`config.mk`:
```
export PLATFORM = sky130hd
export DESIGN_NAME = urx_receiver
export DESIGN_NICKNAME = d
export VERILOG_FILES = /design/src/pkg/urx_pkg.sv /design/src/core/urx_receiver.sv
export SDC_FILE = /design/constraint.sdc
export NUM_CORES = 1
export LEC_CHECK = 0
export ABC_AREA = 0
export BUFFER_PORTS_ARGS = -buffer_cell sky130_fd_sc_hd__buf_2
export CAP_MARGIN = 40
export CORE_MARGIN = 2
export CORE_UTILIZATION = 67
export CTS_BUF_LIST = sky130_fd_sc_hd__clkbuf_2
export CTS_CLUSTER_DIAMETER = 80
export DETAILED_ROUTE_END_ITERATION = 6
export GPL_ROUTABILITY_DRIVEN = 0
export PLACE_DENSITY_LB_ADDON = 0.3
export SETUP_SLACK_MARGIN = 0.2
export SYNTH_ARGS = -nofsm -noshare
export SYNTH_HDL_FRONTEND = slang
export SYNTH_SLANG_ARGS = --single-unit
```
`constraint.sdc`:
```
create_clock -name clk_i -period 4.8 [get_ports clk_i]
set_input_delay 0.96 -clock clk_i [delete_from_list [all_inputs] [get_ports clk_i]]
set_output_delay 0.96 -clock clk_i [all_outputs]
set_load 0.005 [all_outputs]
```
`src/pkg/urx_pkg.sv`:
```
// package for the serial receiver: constants, modes and carrier types
package urx_pkg;
    localparam int FIFO_DEPTH = 2;
    localparam logic [4:0] OVS_NORMAL = 5'h10;
    localparam logic [4:0] OVS_DOUBLE = 5'h08;
    localparam logic [4:0] VOTE_FIRST_NORMAL = 5'h08;
    localparam logic [4:0] VOTE_FIRST_DOUBLE = 5'h04;
    localparam logic [2:0] CSIZE_9BIT = 3'h7;
    localparam logic [1:0] PAR_EVEN = 2'h2;
    localparam logic [1:0] PAR_ODD = 2'h3;

    typedef struct packed {
        logic [8:0] data;
        logic frame_error_flag;
        logic overrun_flag;
        logic parity_error_flag;
    } urx_entry_t;

    typedef struct packed {
        logic receiver_enable_bit;
        logic receive_complete_irq_enable;
        logic global_irq_enable;
        logic double_speed_bit;
        logic parity_mode_upper_bit;
        logic parity_mode_lower_bit;
        logic stop_bit_count_select;
        logic [2:0] character_size_field;
    } urx_cfg_t;

    typedef enum logic [1:0] {
        URX_IDLE,
        URX_START,
        URX_BITS
    } urx_state_t;
endpackage

```
`src/core/urx_receiver.sv`:
```
// serial receiver with start detection, majority vote and two-entry buffer
//
// Contract
// - receive-complete is high exactly while the buffer holds unread data.
// - clearing receiver enable flushes the buffer; receive-complete drops.
// - interrupt request is flag and enable and global enable, held as level.
// - each data read of a non-empty buffer advances the buffer read position.
// - frame, overrun and parity flags stored with each character.
// - error flags are read-only; status writes cannot alter them.
// - error flags never raise an interrupt request.
// - frame error is one when first stop bit sampled zero.
// - buffer holds two; overrun on full buffer, waiting shift, new start.
// - overrun shows lost frames; clears on successful transfer into buffer.
// - parity error reads zero when parity checking disabled.
// - checker active when upper parity bit set; lower selects type.
// - parity compared at reception, stored, valid until character read.
// - disabling is immediate, abandons reception, releases the pin.
// - oversample sixteen per bit normally, eight in double speed.
// - start detection on falling edge; first low sample is sample 1.
// - start vote on samples 8,9,10 normal or 4,5,6 double speed.
// - two or more high voting samples reject start as noise.
// - bit timing realigns to every valid start bit.
// - shift bits until first stop bit; second stop ignored; then transfer.
// - unused upper data bits read zero for short characters.
// - ninth bit kept in the buffer entry, read with status.
// - each bit decided by majority of its three centre samples; data and stop bits use samples 9,10,11 (5,6,7 double speed).
`timescale 1ns/1ns
module urx_receiver #(
    parameter int DEPTH = urx_pkg::FIFO_DEPTH
) (
    input wire logic clk_i,
    input wire logic rst_b_i,
    input wire logic sample_tick_i,
    input wire logic rx_pin_i,
    input wire urx_pkg::urx_cfg_t cfg_i,
    input wire logic data_read_i,
    output logic rx_pin_claim_o,
    output logic receive_complete_o,
    output logic irq_o,
    output logic frame_error_flag_o,
    output logic overrun_flag_o,
    output logic parity_error_flag_o,
    output logic ninth_rx_bit_o,
    output logic [7:0] rx_data_o
);
    function automatic logic vote3(input logic [2:0] s);
        vote3 = (s[0] & s[1]) | (s[0] & s[2]) | (s[1] & s[2]);
    endfunction

    // size codes 0..3 give five to eight bits, code 7 gives nine
    function automatic logic [3:0] data_bits(input logic [2:0] sz);
        if (sz == urx_pkg::CSIZE_9BIT) begin
            data_bits = 4'h9;
        end else begin
            data_bits = {1'b0, sz} + 4'h5;
        end
    endfunction

    // the third centre sample closes each vote
    function automatic logic centre_end(input logic [4:0] samp,
                                        input logic [4:0] first);
        centre_end = samp == first + 5'h02;
    endfunction

    urx_pkg::urx_entry_t fifo_r [DEPTH];
    logic [1:0] rd_ptr_r;
    logic [1:0] wr_ptr_r;
    logic [1:0] count_r;
    urx_pkg::urx_state_t state_r;
    logic [4:0] samp_r;
    logic [2:0] vote_r;
    logic [3:0] bitn_r;
    // received bits enter at the top and move down
    logic [8:0] shift_r;
    logic par_bit_r;
    logic prev_rx_r;
    logic hold_valid_r;
    urx_pkg::urx_entry_t hold_r;
    // a frame was dropped since the last transfer
    logic lost_r;

    logic en;
    logic [4:0] ovs;
    logic [4:0] vfirst;
    logic [3:0] nbits;
    logic has_par;
    logic [3:0] last_idx;
    logic pop;
    logic push;
    logic bit_val;
    logic bit_done;
    logic start_seen;
    logic vote_pt;
    logic frame_end;
    logic full_w;
    urx_pkg::urx_entry_t done_entry;
    logic [8:0] masked;
    logic perr;

    assign en = cfg_i.receiver_enable_bit;
    // samples per bit; double speed halves them and the tolerance
    assign ovs = cfg_i.double_speed_bit ? urx_pkg::OVS_DOUBLE
                                        : urx_pkg::OVS_NORMAL;
    assign vfirst = cfg_i.double_speed_bit ? urx_pkg::VOTE_FIRST_DOUBLE
                                           : urx_pkg::VOTE_FIRST_NORMAL;
    // stop_bit_count_select is not read: only the first stop is checked
    assign nbits = data_bits(cfg_i.character_size_field);
    // the parity bit is present only when checking is on
    assign has_par = cfg_i.parity_mode_upper_bit;
    // index of the first stop bit; data bits count from 0
    assign last_idx = nbits + {3'h0, has_par};
    // reads on an empty buffer are ignored
    assign pop = data_read_i && count_r != 2'h0;
    assign full_w = count_r == DEPTH[1:0];
    // holding register waits while both entries are unread
    assign push = hold_valid_r && !full_w;
    // majority of the two stored samples and the current one
    assign bit_val = vote3({vote_r[1:0], rx_pin_i});
    assign bit_done = state_r == urx_pkg::URX_BITS && sample_tick_i
                      && samp_r == ovs;
    // falling edge seen on an idle line
    assign start_seen = state_r == urx_pkg::URX_IDLE && sample_tick_i
                        && prev_rx_r && !rx_pin_i;
    assign vote_pt = state_r == urx_pkg::URX_BITS && sample_tick_i
                     && centre_end(samp_r, vfirst);
    // first stop bit voted: frame leaves the shift register
    assign frame_end = vote_pt && bitn_r == last_idx;

    // entry built at the stop vote from the shift register
    always_comb begin
        masked = shift_r >> (4'h9 - nbits);
        perr = ^masked ^ par_bit_r ^ cfg_i.parity_mode_lower_bit;
        done_entry.data = masked;
        done_entry.frame_error_flag = !bit_val;
        done_entry.overrun_flag = lost_r;
        done_entry.parity_error_flag = has_par && perr;
    end

    // start detection and bit sequencing
    always_ff @(posedge clk_i) begin
        if (!rst_b_i || !en) begin
            state_r <= urx_pkg::URX_IDLE;
            samp_r <= 5'h00;
            bitn_r <= 4'h0;
            prev_rx_r <= 1'b1;
        end else if (sample_tick_i) begin
            prev_rx_r <= rx_pin_i;
            case (state_r)
                urx_pkg::URX_IDLE: begin
                    if (start_seen) begin
                        state_r <= urx_pkg::URX_START;
                        samp_r <= 5'h01;
                    end
                end
                urx_pkg::URX_START: begin
                    samp_r <= samp_r + 5'h01;
                    if (centre_end(samp_r + 5'h01, vfirst)) begin
                        if (vote3({vote_r[1:0], rx_pin_i})) begin
                            state_r <= urx_pkg::URX_IDLE;
                            // the line must rise again before a new try
                            prev_rx_r <= 1'b0;
                        end
                    end else if (samp_r == ovs) begin
                        // realign: this tick took bit 0's sample 1; the count restarts at 1 next tick
                        state_r <= urx_pkg::URX_BITS;
                        samp_r <= 5'h01;
                        bitn_r <= 4'h0;
                    end
                end
                urx_pkg::URX_BITS: begin
                    if (bit_done) begin
                        samp_r <= 5'h01;
                        bitn_r <= bitn_r + 4'h1;
                    end else begin
                        samp_r <= samp_r + 5'h01;
                    end
                    if (frame_end) begin
                        // first stop decided; a second stop is ignored
                        state_r <= urx_pkg::URX_IDLE;
                        // a low stop is no edge: the next start needs a fall
                    end
                end
                default: state_r <= urx_pkg::URX_IDLE;
            endcase
        end
    end

    // sample history for the three-sample votes
    always_ff @(posedge clk_i) begin
        if (!rst_b_i || !en) begin
            vote_r <= 3'h0;
        end else if (sample_tick_i) begin
            vote_r <= {vote_r[1:0], rx_pin_i};
        end
    end

    // data shift; vote at the last centre sample
    always_ff @(posedge clk_i) begin
        if (!rst_b_i) begin
            shift_r <= 9'h000;
            par_bit_r <= 1'b0;
        end else if (vote_pt) begin
            if (bitn_r < nbits) begin
                shift_r <= {bit_val, shift_r[8:1]};
            end else if (bitn_r == nbits) begin
                par_bit_r <= bit_val;
            end
        end
    end

    // completed frame waits here while the buffer is full
    always_ff @(posedge clk_i) begin
        if (!rst_b_i || !en) begin
            hold_valid_r <= 1'b0;
            hold_r <= '0;
            lost_r <= 1'b0;
        end else begin
            if (frame_end) begin
                // a full holding register drops the frame; the loss
                // is carried by the next frame that gets through
                if (!hold_valid_r || push) begin
                    hold_valid_r <= 1'b1;
                    hold_r <= done_entry;
                    lost_r <= 1'b0;
                end
            end else if (push) begin
                hold_valid_r <= 1'b0;
            end
            if (start_seen && hold_valid_r && full_w) begin
                lost_r <= 1'b1;
            end
        end
    end

    // storage has no reset: only entries below the count are ever shown
    always_ff @(posedge clk_i) begin
        if (push) begin
            fifo_r[wr_ptr_r[0]] <= hold_r;
        end
    end

    // two-entry buffer; flushed at once on disable
    always_ff @(posedge clk_i) begin
        if (!rst_b_i || !en) begin
            rd_ptr_r <= 2'h0;
            wr_ptr_r <= 2'h0;
            count_r <= 2'h0;
        end else begin
            if (push) begin
                wr_ptr_r <= wr_ptr_r + 2'h1;
            end
            if (pop) begin
                rd_ptr_r <= rd_ptr_r + 2'h1;
            end
            // a read and a write in one cycle leave the count as it is
            count_r <= count_r + {1'b0, push} - {1'b0, pop};
        end
    end

    // registered outputs; error flags have no write path at all
    always_ff @(posedge clk_i) begin
        if (!rst_b_i) begin
            rx_pin_claim_o <= 1'b0;
            receive_complete_o <= 1'b0;
            irq_o <= 1'b0;
        end else begin
            // pin is handed back at once when the receiver is off
            rx_pin_claim_o <= en;
            receive_complete_o <= en && count_r != 2'h0;
            // error flags are not part of the request
            irq_o <= en && count_r != 2'h0
                     && cfg_i.receive_complete_irq_enable
                     && cfg_i.global_irq_enable;
        end
    end

    // head of the buffer as seen by status and data reads
    always_ff @(posedge clk_i) begin
        if (!rst_b_i) begin
            frame_error_flag_o <= 1'b0;
            overrun_flag_o <= 1'b0;
            parity_error_flag_o <= 1'b0;
            ninth_rx_bit_o <= 1'b0;
            rx_data_o <= 8'h00;
        end else begin
            if (en && count_r != 2'h0) begin
                frame_error_flag_o <= fifo_r[rd_ptr_r[0]].frame_error_flag;
                overrun_flag_o <= fifo_r[rd_ptr_r[0]].overrun_flag;
                parity_error_flag_o <= fifo_r[rd_ptr_r[0]].parity_error_flag;
                ninth_rx_bit_o <= fifo_r[rd_ptr_r[0]].data[8];
                rx_data_o <= fifo_r[rd_ptr_r[0]].data[7:0];
            end else begin
                frame_error_flag_o <= 1'b0;
                overrun_flag_o <= 1'b0;
                parity_error_flag_o <= 1'b0;
                ninth_rx_bit_o <= 1'b0;
                rx_data_o <= 8'h00;
            end
        end
    end
endmodule

```
==> metrics.md <==
| Metric | Value |
|---|---|
| Final Hold Viols | 0 |
| Post-CTS setup buffers | 0 |
| Setup WS pre-CTS | between 0.7 and 0.8 ns |
| Critical path fanouts, max | 18 |
| GR Overflow Total | 0 |
| H-Tree Depth | 3 |
| N_diodes | 0 |
| Grt met3 use | under 10% |
| Synth Instances | about 380 |
| Global-route wire length before repair | around 11,000 um |
| LEAKAGE | 1.68 nW |
| Synth-to-Final Area Change | 7.76% |
| Horiz. Die Dim | 80.8 um |
| Synthesized area | 3950 um2 |
| Setup TNS | 0 ns |
| Via count | 2,784 |
| Yosys cell types | 58 |
| Power share of the clock group | about 29% |
| CTS clk-pin slew, worst paths | roughly 0.25 ns |
| Sequential share of power | a little over three fifths |
| DR WL/cell | about 14 um |
| DRT iter0 DRCs | ~170 |
| Clk sinks | between 80 and 90 |
| Critical-path top delay cell | ha_1 |
| Hold slack | between 0.4 and 0.5 ns |
| Routing usage on met1 | a little under a third |
| DR pass1 iterations | 4 |
| Synth area leaders | dfxtp_1 (29%), edfxtp_1 (18%), mux2i_1 (8.9%) |
| Clock Latency Late Sink | 0.55 ns |
| GRT Total Usage | between 20% and 30% |
| Critical path capture point type | register |
| CTS tree | yes |
| Clk_skew | around 0.032 ns |
| Largest area contributor in the netlist | dfxtp_1 |
| Initial antenna violation count | 0 |
| Unrepaired setup endpoints after global routing | false |
| Initial core utilization | a little over two thirds |
| Setup ws final | between 1 and 1.5 ns |
| Top FF cell, synth | dfxtp_1 |
| CTS Root Cell | clkbuf_2 |
| CP Launch Type | input port |
| Synthesized Nets | 413 |
| Placed Cells | approximately 470 |
| Final setup fails | 0 |
| Number of synthesized flops with an enable pin | 24 |
| Hold_buf cts | 0 |
| Die Y | approximately 81 um |
| Pint | around 0.00081 W |
| Setup CP Type | input port to register |
| Remaining DRCs | 0 |
| Rel. slew slack | between 40 and 50% |
| Maxcap violations | 0 |
| Total Wirelength | 6920 um |
| Slew Viols, Final | 0 |
| Detail Placement HPWL | 5080 um |
| Slowest Stage Delay on Critical Path | between 0.6 and 0.7 ns |
| CTS resizes | 0 |
| Worst EP required | 5.30 ns |
| # IOs | 30 |
| Fin cells | 483 |
| FF+latch count, synth | 81 |
| Grt peak-use layer | met2 |
| Synth warn | 0 |
| IO Port Bufs | 28 |
| Fin nets | between 400 and 500 |
| Max Buffers Root-to-Sink | 2 |
| Synth Area per Inst | ~10 um2 |
| Core Region | roughly 5600 um2 |
| Cts bufs inserted | 9 |
| DR vias/cell | between 5 and 6 |
| Pin count of the biggest net entering global routing | 19 |
| Net switching power | between 0.0003 and 0.0004 W |
| DRT antenna net count | 0 |
| Die area | 6530 um2 |
| Vias in the first global route | approximately 2,500 |
| Worst slew pin tran | around 0.75 ns |
| Layout cells sized above 1 | 15.1% |
| Min cycle time layout | around 3.5 ns |
| Worst EP arrival | between 3 and 4 ns |
| Synth top area share | approximately 29% |
| Status | completed |
| Worst vdd ir | approximately 130 uV |
| Sequential area share after synthesis | a little under half |
| Max Fclk | approximately 290 MHz |
| Met2 Track Usage GR | about two fifths |
| # rows | 27 |
| Post-synth ARST share | 0% |
| Hold crit path type | register to register |
| Sw frac | 27.6% |
| Logic pwr share | 7.8% |
| Crit path cell chain | buf_2 > ha_1 > inv_1 > ha_1 > xnor2_1 > nor2_1 > a22o_1 > xnor3_1 > xnor3_1 > o31ai_2 |
| Power density over the cells | 264 nW/um2 |
| Period utilization | 72.2% |
## flip-flops by register name, summed over array words and instances, names as in the netlist, 2 cells and up
signal	flops
fifo_r	24
shift_r	9
vote_r	2
samp_r	5
bitn_r	4
state_r	2
count_r	2
rx_data_o	8
hold_r	12
## cell usage in the layout (no fill, tap or decap), types with 14 or more instances in the layout
cell and count:
dfxtp_1 57, nor2_1 42, mux2i_1 35, buf_2 28, nand2_1 26, edfxtp_1 24, a21oi_1 20, ha_1 20
inv_1 15, nor2b_1 14
## power groups by stage
stage,registers (W),clock network [W],logic [W]
6_report,0.000705,0.000330,0.0000877
5_1_grt,0.000705,0.000353,0.0000980
4_1_cts,0.000705,0.000329,0.0000876
3_5_place_dp,0.000718,0,0.0000870
3_3_place_gp,0.000718,0,0.0000822
2_1_floorplan,0.000718,0,0.0000657
## critical path, delay by kind of cell
| family | cells | cell delay, ns |
|---|---|---|
| and+or+nand+nor | 1 | 0.24 |
| AOI/OAI and AO/OA | 2 | 0.49 |
| xor gates and xnor gates | 3 | 1.00 |
| buffers and inverters | 2 | 0.36 |
| adders and majority gates | 2 | 0.92 |
## metal layers
| metal | vias up | part of all wire (%) |
|---|---|---|
| li1 | 1387 | - |
| met1 | 1324 | 45 |
| met2 | 63 | 48 |
| met3 | 10 | 4.9 |
| met4 | 0 | 1.4 |
| met5 | - | 0 |
## cell families after synthesis
group                    synth area share (%)
XOR/XNOR                                 5.29
adder cells (fa/ha/maj)                  6.59
multiplexers                             12.5
buffers and inverters                    3.32
AO/OA/AOI/OAI                            9.37
AND/OR/NAND/NOR                          15.8
flip-flops                               47.1
## stage by stage
step,cell area (um2),utilization [%],total power (W)
after floorplan,3950,-,0.000784
after global placement,4140,73.7,0.000800
after detailed placement,4160,74.1,0.000805
after CTS,4260,75.9,0.00112
after global routing,4260,75.9,0.00116
final,4260,75.9,0.00112
## final timing paths
kind / from / end / slack [ns] / depth (start not counted)
setup / recovery: cfg_i[0] / hold_r[0] / 1.33 / 10
hold / removal: hold_r[6] / fifo_r[0][6] / 0.48 / 0
setup reg to reg: samp_r[3] / state_r[1] / 2.38 / 6
hold reg to reg: hold_r[6] / fifo_r[0][6] / 0.48 / 0
## final cells by class
class | count | area (um2)
sequential | 81 | 1860
clock inverter | 7 | 55.1
clock buffer | 9 | 45.0
timing repair buffer | 33 | 185
inverter | 16 | 62.6
fill | 396 | 1350
multi-input combinational | 265 | 1960
tap | 72 | 90.1
## synth_stat cells, types with 4 or more instances
master / number
dfxtp_1: 57
nor2_1: 42
mux2i_1: 35
nand2_1: 26
edfxtp_1: 24
a21oi_1: 20
ha_1: 20
inv_1: 15
nor2b_1: 14
clkbuf_1: 13
o21ai_0: 13
nand3_1: 10
xnor2_1: 10
xor2_1: 6
nand2b_1: 5
nand3b_1: 4
Note: power is estimated with default switching activity, not from simulation.
